### config.mk
export PLATFORM = sky130hd
export DESIGN_NAME = opmix_regs
export DESIGN_NICKNAME = d
export VERILOG_FILES = /design/src/opmix_pkg.sv /design/src/opmix_regs.sv
export VERILOG_INCLUDE_DIRS = /design/src
export SDC_FILE = /design/constraint.sdc
export NUM_CORES = 1
export LEC_CHECK = 0
export BUFFER_PORTS_ARGS = -buffer_cell sky130_fd_sc_hd__buf_2
export CAP_MARGIN = 0
export CELL_PAD_IN_SITES_DETAIL_PLACEMENT = 1
export CELL_PAD_IN_SITES_GLOBAL_PLACEMENT = 2
export CORE_UTILIZATION = 33
export CTS_CLUSTER_SIZE = 30
export DETAILED_ROUTE_END_ITERATION = 8
export GPL_ROUTABILITY_DRIVEN = 1
export PLACE_DENSITY_LB_ADDON = 0.1
export SLEW_MARGIN = 40
export SYNTH_ARGS = -nofsm -noshare
export SYNTH_HDL_FRONTEND = slang
export SYNTH_SLANG_ARGS = --single-unit
### constraint.sdc
create_clock -name sys_clk -period 5.3 [get_ports sys_clk]
set_input_delay 0.265 -clock sys_clk [delete_from_list [all_inputs] [get_ports sys_clk]]
set_output_delay 0.265 -clock sys_clk [all_outputs]
set_load 0.01 [all_outputs]
### src/opmix_params.svh
// Offsets, field positions and reset values of the output path registers.
// Assumes word indices; the byte address on the bus is four times the index.
`ifndef OPMIX_PARAMS_SVH
`define OPMIX_PARAMS_SVH
// Register indices
`define OPMIX_IDX_PWR2   7'h09
`define OPMIX_IDX_OUTEN  7'h0a
`define OPMIX_IDX_LMIX   7'h58
`define OPMIX_IDX_RMIX   7'h59
`define OPMIX_IDX_THIRD  7'h5c
`define OPMIX_IDX_FOURTH 7'h5d
`define OPMIX_IDX_LGAIN  7'h60
`define OPMIX_IDX_RGAIN  7'h61
`define OPMIX_IDX_HPL    7'h68
`define OPMIX_IDX_HPR    7'h69
`define OPMIX_IDX_SECL   7'h70
`define OPMIX_IDX_SECR   7'h71
// Field positions
`define OPMIX_MIRROR_BIT 15
`define OPMIX_SEL_LPGA   0
`define OPMIX_SEL_RPGA   1
`define OPMIX_SEL_AUXL   2
`define OPMIX_SEL_AUXR   3
`define OPMIX_SEL_DACL   11
`define OPMIX_SEL_DACR   12
`define OPMIX_ROUTE_BIT  0
// Gain field LSBs: left mixer 1/5/9, right mixer 1/5/13
`define OPMIX_GAIN_LSB0  1
`define OPMIX_GAIN_LSB1  5
`define OPMIX_GAIN_LSB2  9
`define OPMIX_GAIN_LSB2R 13
// Reset values and bus answers
`define OPMIX_GAIN_RST   3'h0
`define OPMIX_RESP_OKAY  2'h0
`define OPMIX_RESP_SLV   2'h2
`endif

### src/opmix_pkg.sv
// Types shared by the output path register block.
// Assumes opmix_params.svh for the numeric values.
package opmix_pkg;
  typedef logic [6:0]  opmix_idx_t;   // Register word index
  typedef logic [15:0] opmix_word_t;  // Register contents
  typedef logic [2:0]  opmix_gain_t;  // Path gain code
  // Control state seen by the analogue output path
  typedef struct packed {
    logic [5:0]  drive_en;   // hp L/R, second L/R, third, fourth
    logic [1:0]  mix_en;     // Left, right output mixer
    logic [4:0]  left_sel;   // dac_r, dac_l, aux_l, pga_r, pga_l
    logic [4:0]  right_sel;  // dac_r, dac_l, aux, pga_r, pga_l
    logic [17:0] gain;       // Six 3-bit path gains, left mixer low
    logic        third_src;  // Left mixer feeds third mixer
    logic        fourth_src; // Right mixer feeds fourth mixer
  } opmix_ctrl_s;
endpackage

### src/opmix_regs.sv
// Output path enable and mixer select registers behind an AXI4-Lite slave.
// Assumes one clock, an active-high async reset, and 16-bit registers
// in the low half of each 32-bit word.
//
// Chosen here: register access over AXI4-Lite.
`timescale 1ns/100ps
`include "opmix_params.svh"
module opmix_regs
  import opmix_pkg::*;
(
  input  wire logic        sys_clk,        // 40 MHz clock
  input  wire logic        rst,            // Async reset, active high
  input  wire logic [8:0]  s_axi_awaddr,   // Write address
  input  wire logic        s_axi_awvalid,  // Write address valid
  output logic             s_axi_awready,  // Write address ready
  input  wire logic [31:0] s_axi_wdata,    // Write data
  input  wire logic [3:0]  s_axi_wstrb,    // Write byte strobes
  input  wire logic        s_axi_wvalid,   // Write data valid
  output logic             s_axi_wready,   // Write data ready
  output logic [1:0]       s_axi_bresp,    // Write response
  output logic             s_axi_bvalid,   // Write response valid
  input  wire logic        s_axi_bready,   // Write response ready
  input  wire logic [8:0]  s_axi_araddr,   // Read address
  input  wire logic        s_axi_arvalid,  // Read address valid
  output logic             s_axi_arready,  // Read address ready
  output logic [31:0]      s_axi_rdata,    // Read data
  output logic [1:0]       s_axi_rresp,    // Read response
  output logic             s_axi_rvalid,   // Read data valid
  input  wire logic        s_axi_rready,   // Read data ready
  output opmix_ctrl_s      ctrl            // Output path control
);

  // Enable table: drivers 0..5 then mixers 6..7
  localparam opmix_idx_t PIDX [8] = '{
    `OPMIX_IDX_OUTEN, `OPMIX_IDX_OUTEN, `OPMIX_IDX_OUTEN, `OPMIX_IDX_OUTEN,
    `OPMIX_IDX_PWR2, `OPMIX_IDX_PWR2, `OPMIX_IDX_PWR2, `OPMIX_IDX_PWR2};
  localparam int PBIT [8] = '{0, 1, 2, 3, 4, 5, 0, 1};
  localparam opmix_idx_t MIDX [8] = '{
    `OPMIX_IDX_HPL, `OPMIX_IDX_HPR, `OPMIX_IDX_SECL, `OPMIX_IDX_SECR,
    `OPMIX_IDX_THIRD, `OPMIX_IDX_FOURTH, `OPMIX_IDX_LMIX, `OPMIX_IDX_RMIX};
  // Gain table: three left-mixer paths, then three right-mixer paths
  localparam opmix_idx_t GIDX [6] = '{
    `OPMIX_IDX_LGAIN, `OPMIX_IDX_LGAIN, `OPMIX_IDX_LGAIN,
    `OPMIX_IDX_RGAIN, `OPMIX_IDX_RGAIN, `OPMIX_IDX_RGAIN};
  localparam int GLSB [6] = '{
    `OPMIX_GAIN_LSB0, `OPMIX_GAIN_LSB1, `OPMIX_GAIN_LSB2,
    `OPMIX_GAIN_LSB0, `OPMIX_GAIN_LSB1, `OPMIX_GAIN_LSB2R};

  logic [7:0]  en_reg;         // Shared enable storage
  logic [4:0]  lsel_reg;       // Left mixer sources
  logic [4:0]  rsel_reg;       // Right mixer sources
  opmix_gain_t gain_reg [6];   // Path gains
  logic        third_reg;      // Third mixer source
  logic        fourth_reg;     // Fourth mixer source
  opmix_idx_t  aw_idx_reg;     // Held write index
  logic [15:0] wdata_reg;      // Held write data
  logic [1:0]  wstrb_reg;      // Held low-half strobes
  logic        wr_fire;        // Commit of a write
  opmix_word_t wr_word;        // Merged write word

  // Assemble a register's read value; undefined bits stay zero
  function automatic opmix_word_t read_word(input opmix_idx_t idx);
    opmix_word_t w;
    w = '0;
    // Primary and mirror locations of an enable read the same flop
    for (int i = 0; i < 8; i++) begin
      if (idx == PIDX[i]) w[PBIT[i]] = en_reg[i];
      if (idx == MIDX[i]) w[`OPMIX_MIRROR_BIT] = en_reg[i];
    end
    for (int i = 0; i < 6; i++) begin
      if (idx == GIDX[i]) w[GLSB[i] +: 3] = gain_reg[i];
    end
    if (idx == `OPMIX_IDX_LMIX) begin
      w[`OPMIX_SEL_LPGA] = lsel_reg[0];
      w[`OPMIX_SEL_RPGA] = lsel_reg[1];
      w[`OPMIX_SEL_AUXL] = lsel_reg[2];
      w[`OPMIX_SEL_DACL] = lsel_reg[3];
      w[`OPMIX_SEL_DACR] = lsel_reg[4];
    end
    if (idx == `OPMIX_IDX_RMIX) begin
      w[`OPMIX_SEL_LPGA] = rsel_reg[0];
      w[`OPMIX_SEL_RPGA] = rsel_reg[1];
      w[`OPMIX_SEL_AUXR] = rsel_reg[2];
      w[`OPMIX_SEL_DACL] = rsel_reg[3];
      w[`OPMIX_SEL_DACR] = rsel_reg[4];
    end
    if (idx == `OPMIX_IDX_THIRD) w[`OPMIX_ROUTE_BIT] = third_reg;
    if (idx == `OPMIX_IDX_FOURTH) w[`OPMIX_ROUTE_BIT] = fourth_reg;
    return w;
  endfunction

  // Whether an index names a register of this block
  // Used for the response code only; storage decode is per register
  function automatic logic mapped(input opmix_idx_t idx);
    unique case (idx)
      `OPMIX_IDX_PWR2, `OPMIX_IDX_OUTEN, `OPMIX_IDX_LMIX, `OPMIX_IDX_RMIX,
      `OPMIX_IDX_THIRD, `OPMIX_IDX_FOURTH, `OPMIX_IDX_LGAIN, `OPMIX_IDX_RGAIN,
      `OPMIX_IDX_HPL, `OPMIX_IDX_HPR, `OPMIX_IDX_SECL,
      `OPMIX_IDX_SECR: return 1'b1;
      default:          return 1'b0;
    endcase
  endfunction

  // Both halves held and no response pending
  // Waiting on a pending response keeps bresp from being overwritten
  assign wr_fire = !s_axi_awready && !s_axi_wready && !s_axi_bvalid;

  // Strobe merge keeps unstrobed bytes of the old value
  // Merge starts from what a read returns, so undefined bits
  // stay zero after any partial write
  always_comb begin
    wr_word = read_word(aw_idx_reg);
    if (wstrb_reg[0]) wr_word[7:0] = wdata_reg[7:0];
    if (wstrb_reg[1]) wr_word[15:8] = wdata_reg[15:8];
  end

  // Write address channel; ready drops while an address is held
  always_ff @(posedge sys_clk or posedge rst) begin
    if (rst) begin
      s_axi_awready <= 1'b1;
      aw_idx_reg    <= '0;
    end else if (s_axi_awvalid && s_axi_awready) begin
      s_axi_awready <= 1'b0;
      aw_idx_reg    <= s_axi_awaddr[8:2];
    end else if (wr_fire) begin
      s_axi_awready <= 1'b1;
    end
  end

  // Write data channel; upper half is dropped, registers are 16 bits
  always_ff @(posedge sys_clk or posedge rst) begin
    if (rst) begin
      s_axi_wready <= 1'b1;
      wdata_reg    <= '0;
      wstrb_reg    <= '0;
    end else if (s_axi_wvalid && s_axi_wready) begin
      s_axi_wready <= 1'b0;
      wdata_reg    <= s_axi_wdata[15:0];
      wstrb_reg    <= s_axi_wstrb[1:0];
    end else if (wr_fire) begin
      s_axi_wready <= 1'b1;
    end
  end

  // Write response; unmapped writes change nothing and answer SLVERR
  always_ff @(posedge sys_clk or posedge rst) begin
    if (rst) begin
      s_axi_bvalid <= 1'b0;
      s_axi_bresp  <= `OPMIX_RESP_OKAY;
    end else if (wr_fire) begin
      s_axi_bvalid <= 1'b1;
      s_axi_bresp  <= mapped(aw_idx_reg) ? `OPMIX_RESP_OKAY : `OPMIX_RESP_SLV;
    end else if (s_axi_bready) begin
      s_axi_bvalid <= 1'b0;
    end
  end

  // Read channel; one-cycle answer, next address after the data is taken
  // Data is built from the stored bits, so both aliases always agree
  always_ff @(posedge sys_clk or posedge rst) begin
    if (rst) begin
      s_axi_arready <= 1'b1;
      s_axi_rvalid  <= 1'b0;
      s_axi_rdata   <= '0;
      s_axi_rresp   <= `OPMIX_RESP_OKAY;
    end else if (s_axi_arvalid && s_axi_arready) begin
      s_axi_arready <= 1'b0;
      s_axi_rvalid  <= 1'b1;
      s_axi_rdata   <= {16'h0000, read_word(s_axi_araddr[8:2])};
      s_axi_rresp   <= mapped(s_axi_araddr[8:2]) ? `OPMIX_RESP_OKAY : `OPMIX_RESP_SLV;
    end else if (s_axi_rvalid && s_axi_rready) begin
      s_axi_arready <= 1'b1;
      s_axi_rvalid  <= 1'b0;
    end
  end

  // One shared bit per enable, written through either location
  for (genvar g = 0; g < 8; g++) begin : g_en
    always_ff @(posedge sys_clk or posedge rst) begin
      if (rst) begin
        en_reg[g] <= 1'b0;
      end else if (wr_fire && aw_idx_reg == PIDX[g]) begin
        en_reg[g] <= wr_word[PBIT[g]];
      end else if (wr_fire && aw_idx_reg == MIDX[g]) begin
        en_reg[g] <= wr_word[`OPMIX_MIRROR_BIT];
      end
    end

  end

  // Path gains, each mixer with its own copy
  // Record mixer gains live elsewhere and are never written here
  for (genvar g = 0; g < 6; g++) begin : g_gain
    always_ff @(posedge sys_clk or posedge rst) begin
      if (rst) begin
        gain_reg[g] <= `OPMIX_GAIN_RST;
      end else if (wr_fire && aw_idx_reg == GIDX[g]) begin
        gain_reg[g] <= wr_word[GLSB[g] +: 3];
      end
    end
  end

  // Mixer source selects
  // Positions differ: left aux select at bit 2, right aux at bit 3
  always_ff @(posedge sys_clk or posedge rst) begin
    if (rst) begin
      lsel_reg <= '0;
      rsel_reg <= '0;
    end else if (wr_fire && aw_idx_reg == `OPMIX_IDX_LMIX) begin
      lsel_reg <= {wr_word[`OPMIX_SEL_DACR], wr_word[`OPMIX_SEL_DACL],
                   wr_word[`OPMIX_SEL_AUXL], wr_word[`OPMIX_SEL_RPGA],
                   wr_word[`OPMIX_SEL_LPGA]};
    end else if (wr_fire && aw_idx_reg == `OPMIX_IDX_RMIX) begin
      rsel_reg <= {wr_word[`OPMIX_SEL_DACR], wr_word[`OPMIX_SEL_DACL],
                   wr_word[`OPMIX_SEL_AUXR], wr_word[`OPMIX_SEL_RPGA],
                   wr_word[`OPMIX_SEL_LPGA]};
    end
  end

  // Third and fourth mixers take their own source routing
  always_ff @(posedge sys_clk or posedge rst) begin
    if (rst) begin
      third_reg  <= 1'b0;
      fourth_reg <= 1'b0;
    end else if (wr_fire && aw_idx_reg == `OPMIX_IDX_THIRD) begin
      third_reg  <= wr_word[`OPMIX_ROUTE_BIT];
    end else if (wr_fire && aw_idx_reg == `OPMIX_IDX_FOURTH) begin
      fourth_reg <= wr_word[`OPMIX_ROUTE_BIT];
    end
  end

  // Control outputs are the flops themselves
  // No logic between flops and outputs keeps the analogue side glitch free
  assign ctrl.drive_en   = en_reg[5:0];
  assign ctrl.mix_en     = en_reg[7:6];
  assign ctrl.left_sel   = lsel_reg;
  assign ctrl.right_sel  = rsel_reg;
  assign ctrl.gain       = {gain_reg[5], gain_reg[4], gain_reg[3],
                            gain_reg[2], gain_reg[1], gain_reg[0]};
  assign ctrl.third_src  = third_reg;
  assign ctrl.fourth_src = fourth_reg;
endmodule // opmix_regs

==> metrics.cfg, run 1 <==
[setup_path]
r2r_end=ctrl[11]$_DFFE_PP0P_
ff2ff_path_depth=6
reg2reg_from=aw_idx_reg[0]$_DFFE_PP0P_
critical_path_arrival_ns=2.85
critPathKind=reg -> reg
cp.required_ns=5.59
cp-end-kind=register
worst-r2r-setup-slack_ns=2.74
critPathMaxFanout=34
start_kind=register

[die]
ios=140
die_w_um=120
core_mm2=0.0135
start_util=0.343
rows=42
dieArea_mm2=0.0145
die_h_um=120

[timing]
tightest_slew_ns=0.718
setup_slack_ns=2.74
slew_headroom=0.519
fmax_mhz=390
hold_viol_final=0
final-max-slew-violation-count=0
tns_ns=0
rsz0062_at_grt=false
fin_crit_sh=0.484
period_minus_slack_ns=2.56
finalSetupViolations=0
finalClockSkew_ns=0.00855

[synthesis]
synthAdderAreaFrac=0
synth-main-ff-cell=dfrtp_1
synthSimpleGateAreaFrac=0.186
ys_types=66
synth.area.mux_share=0.129
synth_compound_area_frac=0.157
seq_area_frac_synth=0.457
ys_warn_count=0
synth_top_family_by_area=simple AND/OR/NAND/NOR gates
avgSynthCellArea_um2=9.73
netlist_instances=474
synthesis.area_mm2=0.00461
synth-xor-area-share=0.00190
synth_seq_cells=84
yosys.area.top_type=dfrtp_1
synthArstFlopShare=1.00
synth_area_leaders=dfrtp_1, mux2_2, nand2_1
synth_edf_count=0
synth.top_cell.area_share=0.440

[clock_tree]
clk_latency_ns=0.35
clkTransAtPathRegs_ns=0.07
holdBufCountCts=0
clockBufferDepth=2
htree_levels=3
cts_setup_buffers=0
cts_tree=yes
cts.root.buffer_cell=clkbuf_16
cts_inserted_buffers=9
postCtsResizedCells=0
clock-sinks=84

[route]
drt-pass1-iter-count=4
num_vias=3966
wl_per_cell_um=19.7
drtIter0Drc=205
via_per_inst=5.37
drc=0
routed_wl_mm=14.5
ant_nets=0

[min_path]
hold_path_end=s_axi_awready$_DFFE_PP1P_
min_path_type=in -> reg
whs_path_depth=2
hold_start=s_axi_awvalid

[power]
switching_power_w=0.00107
power.share.clock=0.246
swShare=0.403
peakVddDrop_mv=0.249
power_frac_seq=0.428
cellInternalPower_w=0.00158
power_density_mw_per_mm2=483
report.power.total_w=0.00265
p_leak_nw=2.50
combPwrFrac=0.327

[grt]
grt_pass1_wl_mm=23.0
gr-usage-all-layers=0.212
grt-ovfl-total=0
grt_pass1_vias=3918
grt_antenna_before_repair=0
grt_max_degree=85

[finish]
drive_above_1_share=0.320
final_cell_mix=buf_2, dfrtp_1, nand2_1
largest_reg_flops=26
area_growth_pct=18.8
seqCellArea_mm2=0.00211
final_cell_count_no_fill=738
multi_input_area_mm2=0.00229
num-nets-final=618
diodes=0
num-fill-cells=1605
final_common_cell=buf_2

[run]
drv_cap=0

[placement]
dp_hpwl_mm=10.6
pre_cts_slack_ns=2.72
gp_congestion=0.822
io_buffers=97
dp_cells=722

[run_status]
outcome=completed

final cells by class:
type	instances	share of cell area
Clock inverter	6	0.0135
Timing Repair Buffer	100	0.0938
Tap cell	176	0.0402
Sequential cell	84	0.384
Inverter	13	0.00913
Multi-Input combinational cell	349	0.417
Clock buffer	10	0.0418
kinds of logic (layout without fill, tap and decap cells):
kind of cell	Yosys count	after routing
simple gates	166	166
compound gates	109	109
flops	84	84
buf+inv	59	129
mux	54	54
other cells	1	19
xor+xnor	1	1
cell usage after synthesis (7+ instances only):
master	n
mux2i_1	10
nor2_1	32
o21ai_0	42
dfrtp_1	81
nand2_1	63
nor3_1	16
a21oi_1	16
buf_4	23
buf_2	7
inv_1	13
nand3_1	9
clkbuf_1	15
mux2_2	42
per-stage QoR:
stage / hold slack (ns) / utilization / cell area [um2]
4_1_cts: 0.0660 / 0.407 / 5470
6_report: 0.0733 / 0.407 / 5480
3_5_place_dp: 0.434 / 0.384 / 5170
2_1_floorplan: 0.323 / - / 4680
3_3_place_gp: 0.423 / 0.383 / 5150
5_1_grt: 0.0880 / 0.407 / 5480
power groups by stage:
stage	Sequential, W	Clock [W]	Combinational [W]
2_1_floorplan	0.00101	0	0.000663
3_3_place_gp	0.00113	0	0.000852
3_5_place_dp	0.00114	0	0.000872
4_1_cts	0.00113	0.000667	0.000876
5_1_grt	0.00117	0.000695	0.000956
6_report	0.00113	0.000650	0.000864
metal layers:
layer | global-route usage | wire length (um) | vias up
met5 | 0 | 0 | -
met4 | 0.0849 | 265 | 0
met3 | 0.0354 | 728 | 18
met2 | 0.319 | 6650 | 112
met1 | 0.303 | 6880 | 1997
li1 | - | - | 1839
critical path, cell delays in order, from the launching register on:
cell       delay (ns)
dfrtp_1          0.38
buf_4            0.26
or4b_4           0.56
nor3_4           0.40
a2111oi_2        0.17
o31ai_2          0.49
mux2_2           0.25
how the worst max path moves through the flow:
stage                                         start                         to  depth (start not counted)
after global placement    aw_idx_reg[4]$_DFFE_PP0P_       ctrl[11]$_DFFE_PP0P_                          5
after CTS                 aw_idx_reg[0]$_DFFE_PP0P_       ctrl[11]$_DFFE_PP0P_                          6
after detailed placement  aw_idx_reg[0]$_DFFE_PP0P_       ctrl[11]$_DFFE_PP0P_                          6
final                     aw_idx_reg[0]$_DFFE_PP0P_       ctrl[11]$_DFFE_PP0P_                          6
after global routing      aw_idx_reg[4]$_DFFE_PP0P_       ctrl[11]$_DFFE_PP0P_                          5
after floorplan                                 rst  aw_idx_reg[0]$_DFFE_PP0P_                          1
Power figures use the tool's default switching activity.
==> inputs of run 2 (changes only) <==
--- a/config.mk
+++ b/config.mk
@@ -10,7 +10,7 @@
 export CAP_MARGIN = 0
 export CELL_PAD_IN_SITES_DETAIL_PLACEMENT = 1
 export CELL_PAD_IN_SITES_GLOBAL_PLACEMENT = 2
-export CORE_UTILIZATION = 33
+export CORE_UTILIZATION = 31
 export CTS_CLUSTER_SIZE = 30
 export DETAILED_ROUTE_END_ITERATION = 8
 export GPL_ROUTABILITY_DRIVEN = 1
==> constraint.sdc (replaced) <==
create_clock -name sys_clk -period 2.6 [get_ports sys_clk]
set_input_delay 0.13 -clock sys_clk [delete_from_list [all_inputs] [get_ports sys_clk]]
set_output_delay 0.13 -clock sys_clk [all_outputs]
set_load 0.01 [all_outputs]
==> metrics.cfg, run 2 (synthesis results as in run 1) <==
[clock_tree]
clkTransAtPathRegs_ns=0.06
clock-sinks=84
htree_levels=3
clk_latency_ns=0.35
cts.root.buffer_cell=clkbuf_16
postCtsResizedCells=0
cts_tree=yes
clockBufferDepth=2
cts_inserted_buffers=9

[power]
power_frac_seq=0.390
swShare=0.395
power.share.clock=0.255
peakVddDrop_mv=0.450
switching_power_w=0.00224
cellInternalPower_w=0.00343
power_density_mw_per_mm2=988
combPwrFrac=0.355
p_leak_nw=2.65

[route]
wl_per_cell_um=19.7
via_per_inst=5.21
drtIter0Drc=179
routed_wl_mm=15.2
ant_nets=0
num_vias=4034
drt-pass1-iter-count=4
drc=0

[timing]
finalClockSkew_ns=0.00694
tns_ns=0
setup_slack_ns=0.179
fmax_mhz=413
period_minus_slack_ns=2.42
hold_viol_final=0
fin_crit_sh=0.931
slew_headroom=0.597
rsz0062_at_grt=false
finalSetupViolations=0
final-max-slew-violation-count=0
tightest_slew_ns=0.604

[finish]
final_common_cell=buf_2
fin_util=0.395
largest_reg_flops=26
drive_above_1_share=0.337
finalInstanceArea_mm2=0.00574
seqCellArea_mm2=0.00211
num-fill-cells=1699
multi_input_area_mm2=0.00226
area_growth_pct=24.4
diodes=0
final_cell_mix=buf_2, dfrtp_1, nand2_1
num-nets-final=647

[placement]
dp_hpwl_mm=11.5
io_buffers=97
dpl_cell_area_mm2=0.00532
pre_cts_slack_ns=0.208
gp_congestion=0.826

[setup_path]
start_kind=register
reg2reg_from=aw_idx_reg[1]$_DFFE_PP0P_
critical_path_arrival_ns=2.71
ff2ff_path_depth=5
cp.required_ns=2.89
critPathKind=reg -> reg
r2r_end=ctrl[2]$_DFFE_PP0P_
worst-r2r-setup-slack_ns=0.18
critPathMaxFanout=12
cp-end-kind=register

[min_path]
hold_start=s_axi_wstrb[0]
whs_path_depth=2
min_path_type=in -> reg
hold_path_end=wstrb_reg[0]$_DFFE_PP0P_

[die]
rows=44
start_util=0.317
die_w_um=124
dieArea_mm2=0.0154
ios=140
die_h_um=124
core_mm2=0.0145

[grt]
grt-ovfl-total=0
grt_pass1_wl_mm=23.6
grt_antenna_before_repair=0
gr-usage-all-layers=0.210
grt_pass1_vias=4141
grt_max_degree=43

[run_status]
outcome=completed

[run]
drv_cap=0

run 2: how the worst max path moves through the flow:
| stage | startpoint | end | slack, ns | depth (start not counted) |
|---|---|---|---|---|
| floorplan | rst | aw_idx_reg[0]$_DFFE_PP0P_ | 0.31 | 1 |
| finish | aw_idx_reg[1]$_DFFE_PP0P_ | ctrl[2]$_DFFE_PP0P_ | 0.18 | 5 |
| CTS | aw_idx_reg[1]$_DFFE_PP0P_ | ctrl[2]$_DFFE_PP0P_ | 0.19 | 5 |
| global placement | aw_idx_reg[1]$_DFFE_PP0P_ | ctrl[2]$_DFFE_PP0P_ | 0.25 | 5 |
| global route | aw_idx_reg[1]$_DFFE_PP0P_ | ctrl[2]$_DFFE_PP0P_ | 0.07 | 5 |
| detailed placement | aw_idx_reg[1]$_DFFE_PP0P_ | ctrl[2]$_DFFE_PP0P_ | 0.21 | 5 |
run 2: worst max-delay path: stages (launching register included):
cell and delay [ns]:
dfrtp_1 0.51, or4b_1 0.71, nor3_1 0.30, a2111oi_2 0.10
o31ai_2 0.50, mux2_2 0.25
run 2: layout make-up:
class                      instances  share of cell area
timing repair buffer             129               0.132
clock buffer                       9              0.0393
clock inverter                     7              0.0185
tap                              184              0.0401
inverter                          13             0.00873
sequential                        84               0.367
multi-input combinational        349               0.394
run 2: power groups by stage:
| stage | Sequential, W | Clock [W] | Combinational (W) |
|---|---|---|---|
| global placement | 0.00221 | 0 | 0.00196 |
| finish | 0.00221 | 0.00145 | 0.00201 |
| detailed placement | 0.00224 | 0 | 0.00201 |
| global route | 0.00228 | 0.00152 | 0.00221 |
| CTS | 0.00221 | 0.00148 | 0.00203 |
| floorplan | 0.00206 | 0 | 0.00135 |
run 2: timing repair:
item,in CTS,in global routing
buffers inserted,0,0
hold buffers,8,0
setup endpoints to repair,0,0
hold endpoints to repair,34,0
run 2: metal layers:
metal	GRT usage	wire (um)
met5	0	0
met4	0.0774	323
met3	0.0293	606
met2	0.332	7070
met1	0.290	7230
run 2: metrics by stage:
step | std cells | power, W | hold slack, ns
detailed placement | 751 | 0.00424 | 0.221
CTS | 775 | 0.00572 | 0.000460
global placement | 751 | 0.00417 | 0.219
finish | 775 | 0.00566 | 0.00903
global route | 775 | 0.00601 | 0.00862
floorplan | 492 | 0.00341 | 0.188
